### config.mk
export PLATFORM = sky130hd
export DESIGN_NAME = uotg_regs
export DESIGN_NICKNAME = d
export VERILOG_FILES = /design/src/hw/uotg_pkg.sv /design/src/hw/uotg_regs.sv /design/src/hw/uotg_line_timer.sv /design/src/hw/uotg_edge_detect.sv
export SDC_FILE = /design/constraint.sdc
export NUM_CORES = 1
export LEC_CHECK = 0
export ABC_AREA = 1
export BUFFER_PORTS_ARGS = -buffer_cell sky130_fd_sc_hd__buf_2
export CORE_UTILIZATION = 59
export CTS_CLUSTER_SIZE = 24
export DETAILED_ROUTE_END_ITERATION = 7
export GPL_ROUTABILITY_DRIVEN = 0
export PLACE_DENSITY = 0.85
export SYNTH_ARGS = -nofsm -noshare
export SYNTH_HDL_FRONTEND = slang
export SYNTH_SLANG_ARGS = --single-unit
### constraint.sdc
create_clock -name sys_clk_i -period 2.6 [get_ports sys_clk_i]
set_input_delay 0.26 -clock sys_clk_i [delete_from_list [all_inputs] [get_ports sys_clk_i]]
set_output_delay 0.26 -clock sys_clk_i [all_outputs]
set_load 0.02 [all_outputs]
### src/hw/uotg_pkg.sv
package uotg_pkg;

  // ----------------------------------------------------------------
  // register map (byte addresses, word aligned)
  // ----------------------------------------------------------------
  localparam logic [3:0] ADDR_FLAGS = 4'h0;
  localparam logic [3:0] ADDR_ENABLE = 4'h4;
  localparam logic [3:0] ADDR_STATUS = 4'h8;
  localparam logic [3:0] ADDR_IRQ_MASK = 4'hc;

  // ----------------------------------------------------------------
  // field positions (shared by flags, enable, status)
  // ----------------------------------------------------------------
  localparam int BIT_CABLE_ID = 7;
  localparam int BIT_MS_TIMER = 6;
  localparam int BIT_LINE_STABLE = 5;
  localparam int BIT_BUS_ACTIVITY = 4;
  localparam int BIT_SESSION_VALID = 3;
  localparam int BIT_B_SESSION_END = 2;
  localparam int BIT_A_VBUS_VALID = 0;

  // implemented bits
  localparam logic [7:0] ENABLE_MASK = 8'hfd;
  localparam logic [7:0] STATUS_MASK = 8'had;
  localparam logic [7:0] FLAG_MASK = 8'hfd;

  // reset values
  localparam logic [7:0] ENABLE_RESET = 8'h00;
  localparam logic [7:0] FLAG_RESET = 8'h00;
  localparam logic [7:0] IRQ_MASK_RESET = 8'h00;
  localparam logic [7:0] STATUS_RESET = 8'h00;
  localparam logic [31:0] UNMAPPED_READ = 32'h0000_0000;

  // ----------------------------------------------------------------
  // timing
  // ----------------------------------------------------------------
  localparam int CLK_HZ = 50_000_000;
  localparam int STABLE_TIME_US = 1000;
  localparam int STABLE_CYCLES = (CLK_HZ / 1_000_000) * STABLE_TIME_US;
  localparam int MS_TIMER_CYCLES = STABLE_CYCLES;
  localparam int CNT_W = 16;

  // ----------------------------------------------------------------
  // carriers
  // ----------------------------------------------------------------
  typedef struct packed {
    logic cable_id;
    logic line_se0;
    logic line_j_state;
    logic bus_activity;
    logic session_valid;
    logic b_session_end;
    logic a_vbus_valid;
  } uotg_pins_t;

  typedef struct packed {
    logic read;
    logic write;
    logic [3:0] address;
    logic [31:0] writedata;
  } uotg_avreq_t;

endpackage

### src/hw/uotg_regs.sv
// Design decisions made here: the Avalon-MM interface to the registers and the address map.
`timescale 1ns/1ps
// Functional notes
// - bits 31:8 of enable and status registers always read zero
// - enable bit 1, status bits 6,4,1 read zero; writes ignored
// - enable bit 7 rw, reset 0, gates cable id change interrupt
// - enable bit 6 rw, reset 0, gates millisecond timer interrupt
// - enable bit 5 rw, reset 0, gates line stable interrupt
// - enable bit 4 rw, reset 0, gates bus activity wake interrupt
// - enable bit 3 rw, reset 0, gates session valid change interrupt
// - enable bit 2 rw, reset 0, gates b session end interrupt
// - enable bit 0 rw, reset 0, gates a vbus valid interrupt
// - status bit 7 shows cable id: 1 none or B, 0 type A
// - status bit 5 set only when se0 and j state unchanged 1 ms
// - status bit 3 high while vbus above session valid threshold
// - status bit 2 high while vbus below b session threshold
// - status bit 0 high while vbus above a device valid threshold
// - event flags set by hardware, cleared by writing one
// - millisecond timer flag set when the 1 ms timer expires
module uotg_regs (
  input wire logic sys_clk_i,
  input wire logic arst_n_i,
  input wire logic [3:0] avs_address_i,
  input wire logic avs_read_i,
  input wire logic avs_write_i,
  input wire logic [31:0] avs_writedata_i,
  input wire logic [3:0] avs_byteenable_i,
  output logic [31:0] avs_readdata_o,
  output logic avs_waitrequest_o,
  input wire logic cable_id_i,
  input wire logic line_se0_i,
  input wire logic line_j_state_i,
  input wire logic bus_activity_i,
  input wire logic session_valid_i,
  input wire logic b_session_end_i,
  input wire logic a_vbus_valid_i,
  output logic otg_irq_o
);

  // ----------------------------------------------------------------
  // decode helpers
  // ----------------------------------------------------------------
  function automatic logic hit(input logic [3:0] addr, input logic [3:0] reg_addr);
    hit = (addr == reg_addr);
  endfunction

  // ----------------------------------------------------------------
  // register map
  // ----------------------------------------------------------------
  // 0x0 event flags: hardware sets, a written one clears, set wins
  // 0x4 otg_interrupt_enable: bits 7..2 and 0 read/write
  // 0x8 otg_live_status: read only, one cycle behind the pins
  // 0xc spare read/write word, kept for software, gates nothing
  // all words: bits 31:8 and unmapped addresses read zero
  // only byte lane 0 carries implemented bits
  // one wait cycle per access keeps read data registered

  uotg_pkg::uotg_pins_t pins;
  uotg_pkg::uotg_avreq_t req;
  logic [7:0] otg_interrupt_enable;
  logic [7:0] otg_live_status;
  logic [7:0] flags;
  logic [7:0] irq_mask;
  logic [7:0] next_status;
  logic [7:0] events;
  logic [7:0] level_changes;
  logic [7:0] wr_byte0;
  logic line_stable;
  logic ms_tick;
  logic served;
  logic accept;
  logic next_irq;

  assign pins = '{cable_id: cable_id_i, line_se0: line_se0_i, line_j_state: line_j_state_i,
                  bus_activity: bus_activity_i, session_valid: session_valid_i,
                  b_session_end: b_session_end_i, a_vbus_valid: a_vbus_valid_i};
  assign req = '{read: avs_read_i, write: avs_write_i, address: avs_address_i,
                 writedata: avs_writedata_i};

  // only byte lane 0 holds implemented bits
  assign wr_byte0 = avs_byteenable_i[0] ? req.writedata[7:0] : 8'h00;

  // ----------------------------------------------------------------
  // helpers
  // ----------------------------------------------------------------
  uotg_line_timer u_line_timer (
    .sys_clk_i(sys_clk_i),
    .arst_n_i(arst_n_i),
    .se0_i(pins.line_se0),
    .j_state_i(pins.line_j_state),
    .stable_o(line_stable),
    .ms_tick_o(ms_tick)
  );

  uotg_edge_detect #(.W(8)) u_edges (
    .sys_clk_i(sys_clk_i),
    .arst_n_i(arst_n_i),
    .level_i(next_status),
    .change_o(level_changes)
  );

  // ----------------------------------------------------------------
  // live status
  // ----------------------------------------------------------------
  // unimplemented positions stay zero
  always_comb begin
    next_status = 8'h00;
    next_status[uotg_pkg::BIT_CABLE_ID] = pins.cable_id;
    next_status[uotg_pkg::BIT_LINE_STABLE] = line_stable;
    next_status[uotg_pkg::BIT_SESSION_VALID] = pins.session_valid;
    next_status[uotg_pkg::BIT_B_SESSION_END] = pins.b_session_end;
    next_status[uotg_pkg::BIT_A_VBUS_VALID] = pins.a_vbus_valid;
  end

  // sampled every cycle, bus writes never reach it
  always_ff @(posedge sys_clk_i or negedge arst_n_i) begin
    if (!arst_n_i) begin
      otg_live_status <= uotg_pkg::STATUS_RESET;
    end else begin
      otg_live_status <= next_status & uotg_pkg::STATUS_MASK;
    end
  end

  // ----------------------------------------------------------------
  // event sources
  // ----------------------------------------------------------------
  // line stable flag only on reaching stability, not on losing it
  always_comb begin
    events = 8'h00;
    events[uotg_pkg::BIT_CABLE_ID] = level_changes[uotg_pkg::BIT_CABLE_ID];
    events[uotg_pkg::BIT_MS_TIMER] = ms_tick;
    events[uotg_pkg::BIT_LINE_STABLE] = level_changes[uotg_pkg::BIT_LINE_STABLE] & line_stable;
    events[uotg_pkg::BIT_BUS_ACTIVITY] = pins.bus_activity;
    events[uotg_pkg::BIT_SESSION_VALID] = level_changes[uotg_pkg::BIT_SESSION_VALID];
    events[uotg_pkg::BIT_B_SESSION_END] = level_changes[uotg_pkg::BIT_B_SESSION_END];
    events[uotg_pkg::BIT_A_VBUS_VALID] = level_changes[uotg_pkg::BIT_A_VBUS_VALID];
  end

  // ----------------------------------------------------------------
  // avalon slave: one wait cycle, answer on the second edge
  // ----------------------------------------------------------------
  assign accept = (req.read | req.write) & served;

  // waitrequest falls one cycle after the request, then pulses high again
  always_ff @(posedge sys_clk_i or negedge arst_n_i) begin
    if (!arst_n_i) begin
      served <= 1'b0;
      avs_waitrequest_o <= 1'b1;
    end else begin
      served <= (req.read | req.write) & !served;
      avs_waitrequest_o <= !((req.read | req.write) & !served);
    end
  end

  // enable register, written only at the accepting edge
  always_ff @(posedge sys_clk_i or negedge arst_n_i) begin
    if (!arst_n_i) begin
      otg_interrupt_enable <= uotg_pkg::ENABLE_RESET;
    end else if (accept && req.write && hit(req.address, uotg_pkg::ADDR_ENABLE)) begin
      otg_interrupt_enable <= wr_byte0 & uotg_pkg::ENABLE_MASK;
    end
  end

  // spare word, same layout as flags; readable, gates nothing
  always_ff @(posedge sys_clk_i or negedge arst_n_i) begin
    if (!arst_n_i) begin
      irq_mask <= uotg_pkg::IRQ_MASK_RESET;
    end else if (accept && req.write && hit(req.address, uotg_pkg::ADDR_IRQ_MASK)) begin
      irq_mask <= wr_byte0 & uotg_pkg::FLAG_MASK;
    end
  end

  // sticky flags: a new event beats a write-one clear in the same cycle
  always_ff @(posedge sys_clk_i or negedge arst_n_i) begin
    if (!arst_n_i) begin
      flags <= uotg_pkg::FLAG_RESET;
    end else if (accept && req.write && hit(req.address, uotg_pkg::ADDR_FLAGS)) begin
      flags <= ((flags & ~wr_byte0) | events) & uotg_pkg::FLAG_MASK;
    end else begin
      flags <= (flags | events) & uotg_pkg::FLAG_MASK;
    end
  end

  // read mux; upper 24 bits and unmapped addresses read zero
  always_ff @(posedge sys_clk_i or negedge arst_n_i) begin
    if (!arst_n_i) begin
      avs_readdata_o <= uotg_pkg::UNMAPPED_READ;
    end else if ((req.read | req.write) && !served) begin
      case (req.address)
        uotg_pkg::ADDR_FLAGS: avs_readdata_o <= {24'h000000, flags};
        uotg_pkg::ADDR_ENABLE: avs_readdata_o <= {24'h000000, otg_interrupt_enable};
        uotg_pkg::ADDR_STATUS: avs_readdata_o <= {24'h000000, otg_live_status};
        uotg_pkg::ADDR_IRQ_MASK: avs_readdata_o <= {24'h000000, irq_mask};
        default: avs_readdata_o <= uotg_pkg::UNMAPPED_READ;
      endcase
    end
  end

  // ----------------------------------------------------------------
  // interrupt output
  // ----------------------------------------------------------------
  // registered, so it trails the flag by one cycle; the spare word is not in
  // the path, so an enabled flag alone raises the request
  assign next_irq = |(flags & otg_interrupt_enable);

  always_ff @(posedge sys_clk_i or negedge arst_n_i) begin
    if (!arst_n_i) begin
      otg_irq_o <= 1'b0;
    end else begin
      otg_irq_o <= next_irq;
    end
  end
endmodule // uotg_regs

### src/hw/uotg_line_timer.sv
`timescale 1ns/1ps
// ------------------------------------------------------------------
// line-state stability counter and free 1 ms tick
// ------------------------------------------------------------------
module uotg_line_timer #(
  parameter int STABLE_CYCLES = uotg_pkg::STABLE_CYCLES
) (
  input wire logic sys_clk_i,
  input wire logic arst_n_i,
  input wire logic se0_i,
  input wire logic j_state_i,
  output logic stable_o,
  output logic ms_tick_o
);

  localparam logic [uotg_pkg::CNT_W-1:0] LAST = uotg_pkg::CNT_W'(STABLE_CYCLES - 1);

  logic [1:0] line_prev;
  logic [uotg_pkg::CNT_W-1:0] stable_cnt;
  logic [uotg_pkg::CNT_W-1:0] tick_cnt;
  logic changed;

  assign changed = ({se0_i, j_state_i} != line_prev);

  // previous line sample for change detection
  always_ff @(posedge sys_clk_i or negedge arst_n_i) begin
    if (!arst_n_i) begin
      line_prev <= 2'h0;
    end else begin
      line_prev <= {se0_i, j_state_i};
    end
  end

  // any change restarts the 1 ms window; saturates once stable
  always_ff @(posedge sys_clk_i or negedge arst_n_i) begin
    if (!arst_n_i) begin
      stable_cnt <= '0;
      stable_o <= 1'b0;
    end else if (changed) begin
      stable_cnt <= '0;
      stable_o <= 1'b0;
    end else if (stable_cnt == LAST) begin
      stable_o <= 1'b1;
    end else begin
      stable_cnt <= stable_cnt + 1'b1;
    end
  end

  // free running millisecond timer, one-cycle tick on expiry
  always_ff @(posedge sys_clk_i or negedge arst_n_i) begin
    if (!arst_n_i) begin
      tick_cnt <= '0;
      ms_tick_o <= 1'b0;
    end else if (tick_cnt == LAST) begin
      tick_cnt <= '0;
      ms_tick_o <= 1'b1;
    end else begin
      tick_cnt <= tick_cnt + 1'b1;
      ms_tick_o <= 1'b0;
    end
  end
endmodule // uotg_line_timer

### src/hw/uotg_edge_detect.sv
`timescale 1ns/1ps
// ------------------------------------------------------------------
// change detector for the live status inputs
// ------------------------------------------------------------------
module uotg_edge_detect #(
  parameter int W = 8
) (
  input wire logic sys_clk_i,
  input wire logic arst_n_i,
  input wire logic [W-1:0] level_i,
  output logic [W-1:0] change_o
);

  logic [W-1:0] prev;
  logic primed;

  // first sample after reset only primes, so reset itself is no event
  always_ff @(posedge sys_clk_i or negedge arst_n_i) begin
    if (!arst_n_i) begin
      prev <= '0;
      primed <= 1'b0;
    end else begin
      prev <= level_i;
      primed <= 1'b1;
    end
  end

  genvar g;
  generate
    for (g = 0; g < W; g++) begin : g_bit
      assign change_o[g] = primed & (level_i[g] ^ prev[g]);
    end
  endgenerate

endmodule // uotg_edge_detect

== Yosys cells after proc, flatten, opt, wreduce, memory -nomap -nowiden ==
Cells that the tools add are included.

* Bits in latches: 0
* ROM bits: 0
* Flip-flop bits (word level): 99
* Memories kept: 0
* Output and inout bits: 34
* RAM bits: 0
* Logic and storage cells: 61

* Divide/modulo/power cells: 0
* Multiply operators: 0
* Magnitude comparators: 0
* Add/subtract/negate cells: 2
* Bitwise logic cells: 19
* Reductions and logical operators: 10
* Shift operators: 0
* Mux-type cells: 9
* Equality and inequality tests: 7

{| class="wikitable"
|+ Operators with widths
! operator !! number
|-
| $mux W16 || 3
|-
| $add A16 B1 Y16 const B || 2
|-
| $eq A16 B16 Y1 const B || 2
|-
| $pmux W8 S4 || 1
|-
| $and A8 B8 Y8 || 2
|-
| $mux W8 || 2
|-
| $or A8 B8 Y8 || 2
|-
| $and A1 B1 Y1 || 8
|-
| $eq A4 B4 Y1 const B || 2
|-
| $not A8 Y8 || 1
|-
| $reduce_or A8 Y1 || 1
|-
| $logic_and A1 B1 Y1 || 5
|-
| $xor A1 B1 Y1 || 5
|-
| $eq A4 B3 Y1 const B || 1
|-
| $logic_not A4 Y1 || 1
|-
| $mux W1 || 3
|-
| $logic_not A1 Y1 || 2
|-
| $ne A2 B1 Y1 const B || 1
|-
| $ne A2 B2 Y1 || 1
|-
| $reduce_bool A2 Y1 || 1
|-
| $or A1 B1 Y1 || 1
|}

== Longest topological paths before layout ==
* Depth after elaboration: 5
* Depth in mapped cells: 8

== Hierarchy ==
Synthesis repeated with hierarchy kept, for this count alone.

* Cells, all modules: 519
* Area total of the unflattened synthesis: 4214.0 um^2

{| class="wikitable"
|+ By module, submodules not included
! module !! times used !! sequential area each (um^2) !! area each (um^2) !! cells an instance
|-
| uotg_line_timer || 1 || 900.9 || 1988.2 || 268
|-
| uotg_regs || 1 || 902.1 || 1843.0 || 208
|-
| uotg_edge_detect || 1 || 225.2 || 382.9 || 43
|}

== Least setup slack after synthesis ==
OpenSTA, ideal clock, no wires.

* Kind: register to register
* From: register u_line_timer.stable_cnt[0] in the netlist's numbering
* To: register u_line_timer.stable_cnt[0] in the netlist's numbering
* Slack: 1.358 ns
* Cell stages (with the launch flop): 7
* Buffers on the path: 0
* Setup time: 0.118 ns
* Arrival: 1.124 ns
* Period minus slack after synthesis: 1.242 ns
* Cells stage by stage: dfrtp_1 > ha_1 > nand3_4 > nor3_1 > nand2_1 > nand3_1 > nand2_1

* Cells in the longest elaborated chain, start to end: 3

{| class="wikitable"
|+ Ends and longest elaborated chain
! item !! RTL line !! source
|-
| start, declared || uotg_line_timer.sv:19 || <nowiki>logic [uotg_pkg::CNT_W-1:0] stable_cnt;</nowiki>
|-
| start signal, assigned || uotg_line_timer.sv:45 || <nowiki>stable_cnt <= stable_cnt + 1'b1;</nowiki>
|-
| $add A16 B1 Y16 || uotg_line_timer.sv:45 ||
|-
| $mux W16 || uotg_line_timer.sv:42 || <nowiki>end else if (stable_cnt == LAST) begin</nowiki>
|-
| $mux W16 || uotg_line_timer.sv:39 || <nowiki>end else if (changed) begin</nowiki>
|}

Several ways; a longest one is shown, not always the timed one. The select of a mux whose other input is x is not followed.
A chain may end at the register's enable or synchronous reset.

== Final worst setup path ==
* From: register u_line_timer.tick_cnt[0] in the netlist's numbering
* To: register u_line_timer.tick_cnt[6] in the netlist's numbering

* Cells in the longest elaborated chain, start to end: 2

{| class="wikitable"
|+ Ends and longest elaborated chain
! item !! RTL line !! source
|-
| start, declared || uotg_line_timer.sv:20 || <nowiki>logic [uotg_pkg::CNT_W-1:0] tick_cnt;</nowiki>
|-
| start signal, assigned || uotg_line_timer.sv:58 || <nowiki>tick_cnt <= tick_cnt + 1'b1;</nowiki>
|-
| $add A16 B1 Y16 / $eq A16 B16 Y1 (equally long branches) || uotg_line_timer.sv:58, uotg_line_timer.sv:54 ||
|-
| $mux W16 * || uotg_line_timer.sv:54 || <nowiki>end else if (tick_cnt == LAST) begin</nowiki>
|}

Mark *: on every way between the ends. The rest lies on a longest branch, timed or not.

==> results by stage <==
Status:
- The run finished, with violations left.
- The final reports fail on DRC.

Job:
- Across the run, the number of max-cap violations was 0.

Floorplan:
- The die is 83.95 um wide.
- The I/O pin count is 85.
- The die covers 7048 um^2.
- In this run the vertical extent of the chip is 83.95 um.
- The placeable core area is 6422 um^2.
- The initial core utilization is 61.70%.
- The floorplan has 29 rows.

Routing:
- In the routed layout, each cell is associated on average with a via count of 5.364.
- The total wire length is 8054 um.
- The count of nets left with antenna violations once routing finished came out at 0.
- The via count is 3245.
- The detailed-route wire length per cell is 13.31 um.
- The first detailed-routing pass ran for 7 iterations.
- The iteration-0 DRC count of the detailed router is 241.
- In the routed design, unresolved DRC markers number 20.

Global route:
- The first global-routing pass estimated 14110 um of wire.
- The global-route congestion overflow total is 0.
- The initial antenna violation count is 0.
- The largest net degree at the start of global routing is 44.
- The via count of the first global-routing pass is 3195.
- In the global route stage, overall resource usage came out at 25.23%.

Cells and area:
- Of the cells placed in the final design, the portion with a size suffix greater than 1 is 17.05%.
- The diode insertion count for antenna repair is 0.
- The layout net count is 576.
- The number of non-filler instances in the completed layout is 605.
- The area growth from synthesis to layout is 8.715%.
- Fill cells in the final layout number 533.

Yosys:
- The compound-gate portion of the synthesized area is 7.547%.
- The portion of the post-synthesis area used by sequential elements is 46.13%.
- The netlist area before placement is 3963 um^2.
- The post-synthesis area per instance is 8.137 um^2.
- After synthesis, the largest family of logic cells by area is simple AND/OR/NAND/NOR gates.
- The number of different library cells in the post-synthesis netlist is 38.
- The XOR/XNOR share of the synthesized area is 1.768%.
- In this run, synthesis inferred 0 flip-flops with an integrated enable.
- The cell count after synthesis is 487.
- The fraction of synthesized area in multiplexers is 0%.
- The share of synthesized cell area in full adder, half adder and majority cells is 0.6315%.
- The post-synthesis async set-or-reset flop share is 100.0%.
- The total number of yosys warnings is 0.
- In this run, synthesis produced a sequential element count of 73.
- The area share of and/or/nand/nor cells after synthesis is 32.71%.
- The most frequently used flop master after synthesis is dfrtp_1.

Worst setup path:
- The cell with the biggest individual delay on the critical path is dfrtp_1.
- The critical path runs through a total of 8 cells.
- On the worst path, the slowest cell contributes a delay of 0.38 ns.
- The largest fanout of any net on the critical path is 5.
- STA puts the critical path data required time at 2.84 ns.
- The worst register-to-register path ends at u_line_timer.tick_cnt[6]$_DFF_PN0_.
- The kind of end point of the critical path is a register.
- The sort of element at the start of the critical path is a register.
- The beginning of the worst register-to-register path is u_line_timer.tick_cnt[0]$_DFF_PN0_.
- Walking the worst path, the cells encountered are ha_1 > nand2_2 > nor2_4 > inv_2 > nor2_1 > nand2_1 > inv_2 > nor3_1.
- The launching element of the worst setup path is u_line_timer.tick_cnt[0]$_DFF_PN0_.
- Measured in cells, the most critical reg-to-reg path has a length of 8.
- In this design, the critical path's most frequently occurring cell is inv_2.
- The path type of the worst setup path is register to register.
- The worst-case register-to-register setup slack is 1.14 ns.
- The critical path ends at u_line_timer.tick_cnt[6]$_DFF_PN0_.
- Data arrives at the worst endpoint at 1.70 ns.
- The number of buffers and inverters on the critical path is 2.
- The critical path's top delay family is simple AND/OR/NAND/NOR gates.

Timing:
- The setup skew after layout is 0.01192 ns.
- Setup repair after global routing left no endpoint under its margin.
- The post-layout minimum cycle time is 1.464 ns.
- Headroom to the max-slew limit came out at 50.87%.
- The number of setup violations in the final report is 0.
- The hold violation total from the final report is 0.
- Setup total negative slack on the finished layout was measured at 0 ns.
- The number of pins with negative max-slew slack in the final report came to 0.
- Timing would allow up to 683.1 MHz.
- The transition time of the tightest slew-check pin is 0.7369 ns.
- The worst path uses 56.30% of the clock period.

Clock tree:
- Clock-pin slew was measured on the worst setup and hold paths at 0.08 ns.
- The H-tree generated during clock tree synthesis spans 3 levels.
- TritonCTS built the clock tree.
- The clock reaches the later pin of the worst-skew pair after 0.35 ns.
- TritonCTS created 9 clock buffers.
- The maximum buffer depth of the clock tree is 2.
- The number of clock sinks is 73.
- The number of setup buffers added after CTS is 0.
- The cell at the root of the clock tree is clkbuf_8.

Worst hold path:
- In this run the worst hold path is classified as input pin to register.
- The number of cells on the worst hold path is 1.

Placement:
- The count of buffers added on input and output ports is 31.
- The number of instances in the placed design is 588.
- The estimated wirelength of the detail-placed design is 5888 um.

Pwr:
- Dividing total power by cell area gives a power density of 580.4 nW/um^2.
- The leakage power is 0.002143 uW.
- The peak supply drop is 0.2699 mV.
-- state kept, by name (all words and copies together) (netlist names), 2 cells and up --
register and cells:
avs_readdata_o 7, u_line_timer.stable_cnt 16, u_line_timer.line_prev 2, otg_interrupt_enable 7
flags 7, u_line_timer.tick_cnt 16, irq_mask 7, u_edges.prev 5
-- area by class of cell --
type                            count  area, um^2  area share [%]
Clock buffer                        9       123.9           2.875
Clock inverter                      7       102.6           2.382
Inverter                           49       183.9           4.270
Multi-Input combinational cell    357        1788           41.50
Sequential cell                    73        1828           42.43
Tap cell                           77       96.34           2.236
Timing Repair Buffer               33       185.2           4.299
-- worst register-to-register path, stage by stage, from the launching register on --
cell     delay, ns
dfrtp_1       0.38
ha_1          0.21
nand2_2       0.11
nor2_4        0.16
inv_2         0.06
nor2_1        0.11
nand2_1       0.15
inv_2         0.13
nor3_1        0.05
-- logic make-up (layout without fill, tap and decap cells) --
| logic type | after synthesis | in the layout |
|---|---|---|
| compound gates | 49 | 49 |
| xor+xnor | 8 | 8 |
| fa+ha+maj | 2 | 2 |
| buf+inv | 81 | 98 |
| flops | 73 | 73 |
| other cells | 2 | 26 |
| simple gates | 272 | 272 |
-- stage by stage --
stage	hold slack, ns	area [um^2]	power [uW]	setup WS [ns]	util [%]
finish	0.03790	4308	2500	1.136	67.08
floorplan	-0.03559	4053	1454	1.358	-
global route	0.02005	4308	2611	1.019	67.08
detailed placement	0.3593	4071	1517	1.052	63.39
global placement	0.3525	4071	1505	1.107	63.39
CTS	0.02319	4308	2522	1.141	67.08
-- timing repair --
action	4_1_cts	5_1_grt
endpoints found under the setup margin	0	0
hold buffers	1	0
gates resized for setup	0	0
hold endpoints to repair	30	0
-- power breakdown --
part	leakage [uW]	switching, uW	internal [uW]	total, uW
Sequential	0.000937	37.3	1190	1230
Clock	0.000110	454	550	1000
Combinational	0.00110	186	78.6	265
-- synth_stat cells, drive strengths merged (6+ instances only) --
cell type  number  share of area (%)
nand4          20                3.5
inv            48                4.5
or2             6                1.0
nor3            7                1.3
nand3          40                5.7
nor2           56                6.9
o21ai          33                4.9
a21oi          11                1.7
nand2         141                 14
buf            32                6.4
dfrtp          72                 45
xor2            8                1.8
-- worst min path at each step --
stage                                    end             from  slack, ns
3_5_place_dp         irq_mask[3]$_DFFE_PN0P_         arst_n_i       0.36
3_3_place_gp         irq_mask[3]$_DFFE_PN0P_         arst_n_i       0.35
6_report           u_edges.prev[7]$_DFF_PN0_       cable_id_i       0.04
5_1_grt            u_edges.prev[3]$_DFF_PN0_  session_valid_i       0.02
4_1_cts            u_edges.prev[3]$_DFF_PN0_  session_valid_i       0.02
2_1_floorplan  avs_readdata_o[0]$_DFFE_PN0P_         arst_n_i      -0.04
-- metal layers --
metal	share of wire [%]	vias to the layer above	GRT usage, %
met1	41	1521	29.93
met4	1.9	0	12.07
met2	52	122	44.41
met5	0	-	0
li1	-	1585	-
met3	5.1	17	4.253
-- layout by cell type, fill, tap and decap left out, drive strengths merged --
cell type,n
dfstp,1
and3,1
nor3b,1
dlygate4sd3,1
buf,32
nand4,20
or2,6
nand3,40
xor2,8
a21oi,11
ha,2
clkinv,3
clkinvlp,1
clkbuf,9
a221oi,1
a31oi,1
nor2,56
o21ai,33
o21bai,3
nand2,141
dfrtp,72
inv,50
nor3,7
conb,26
bufinv,2
Power figures use the tool's default switching activity.
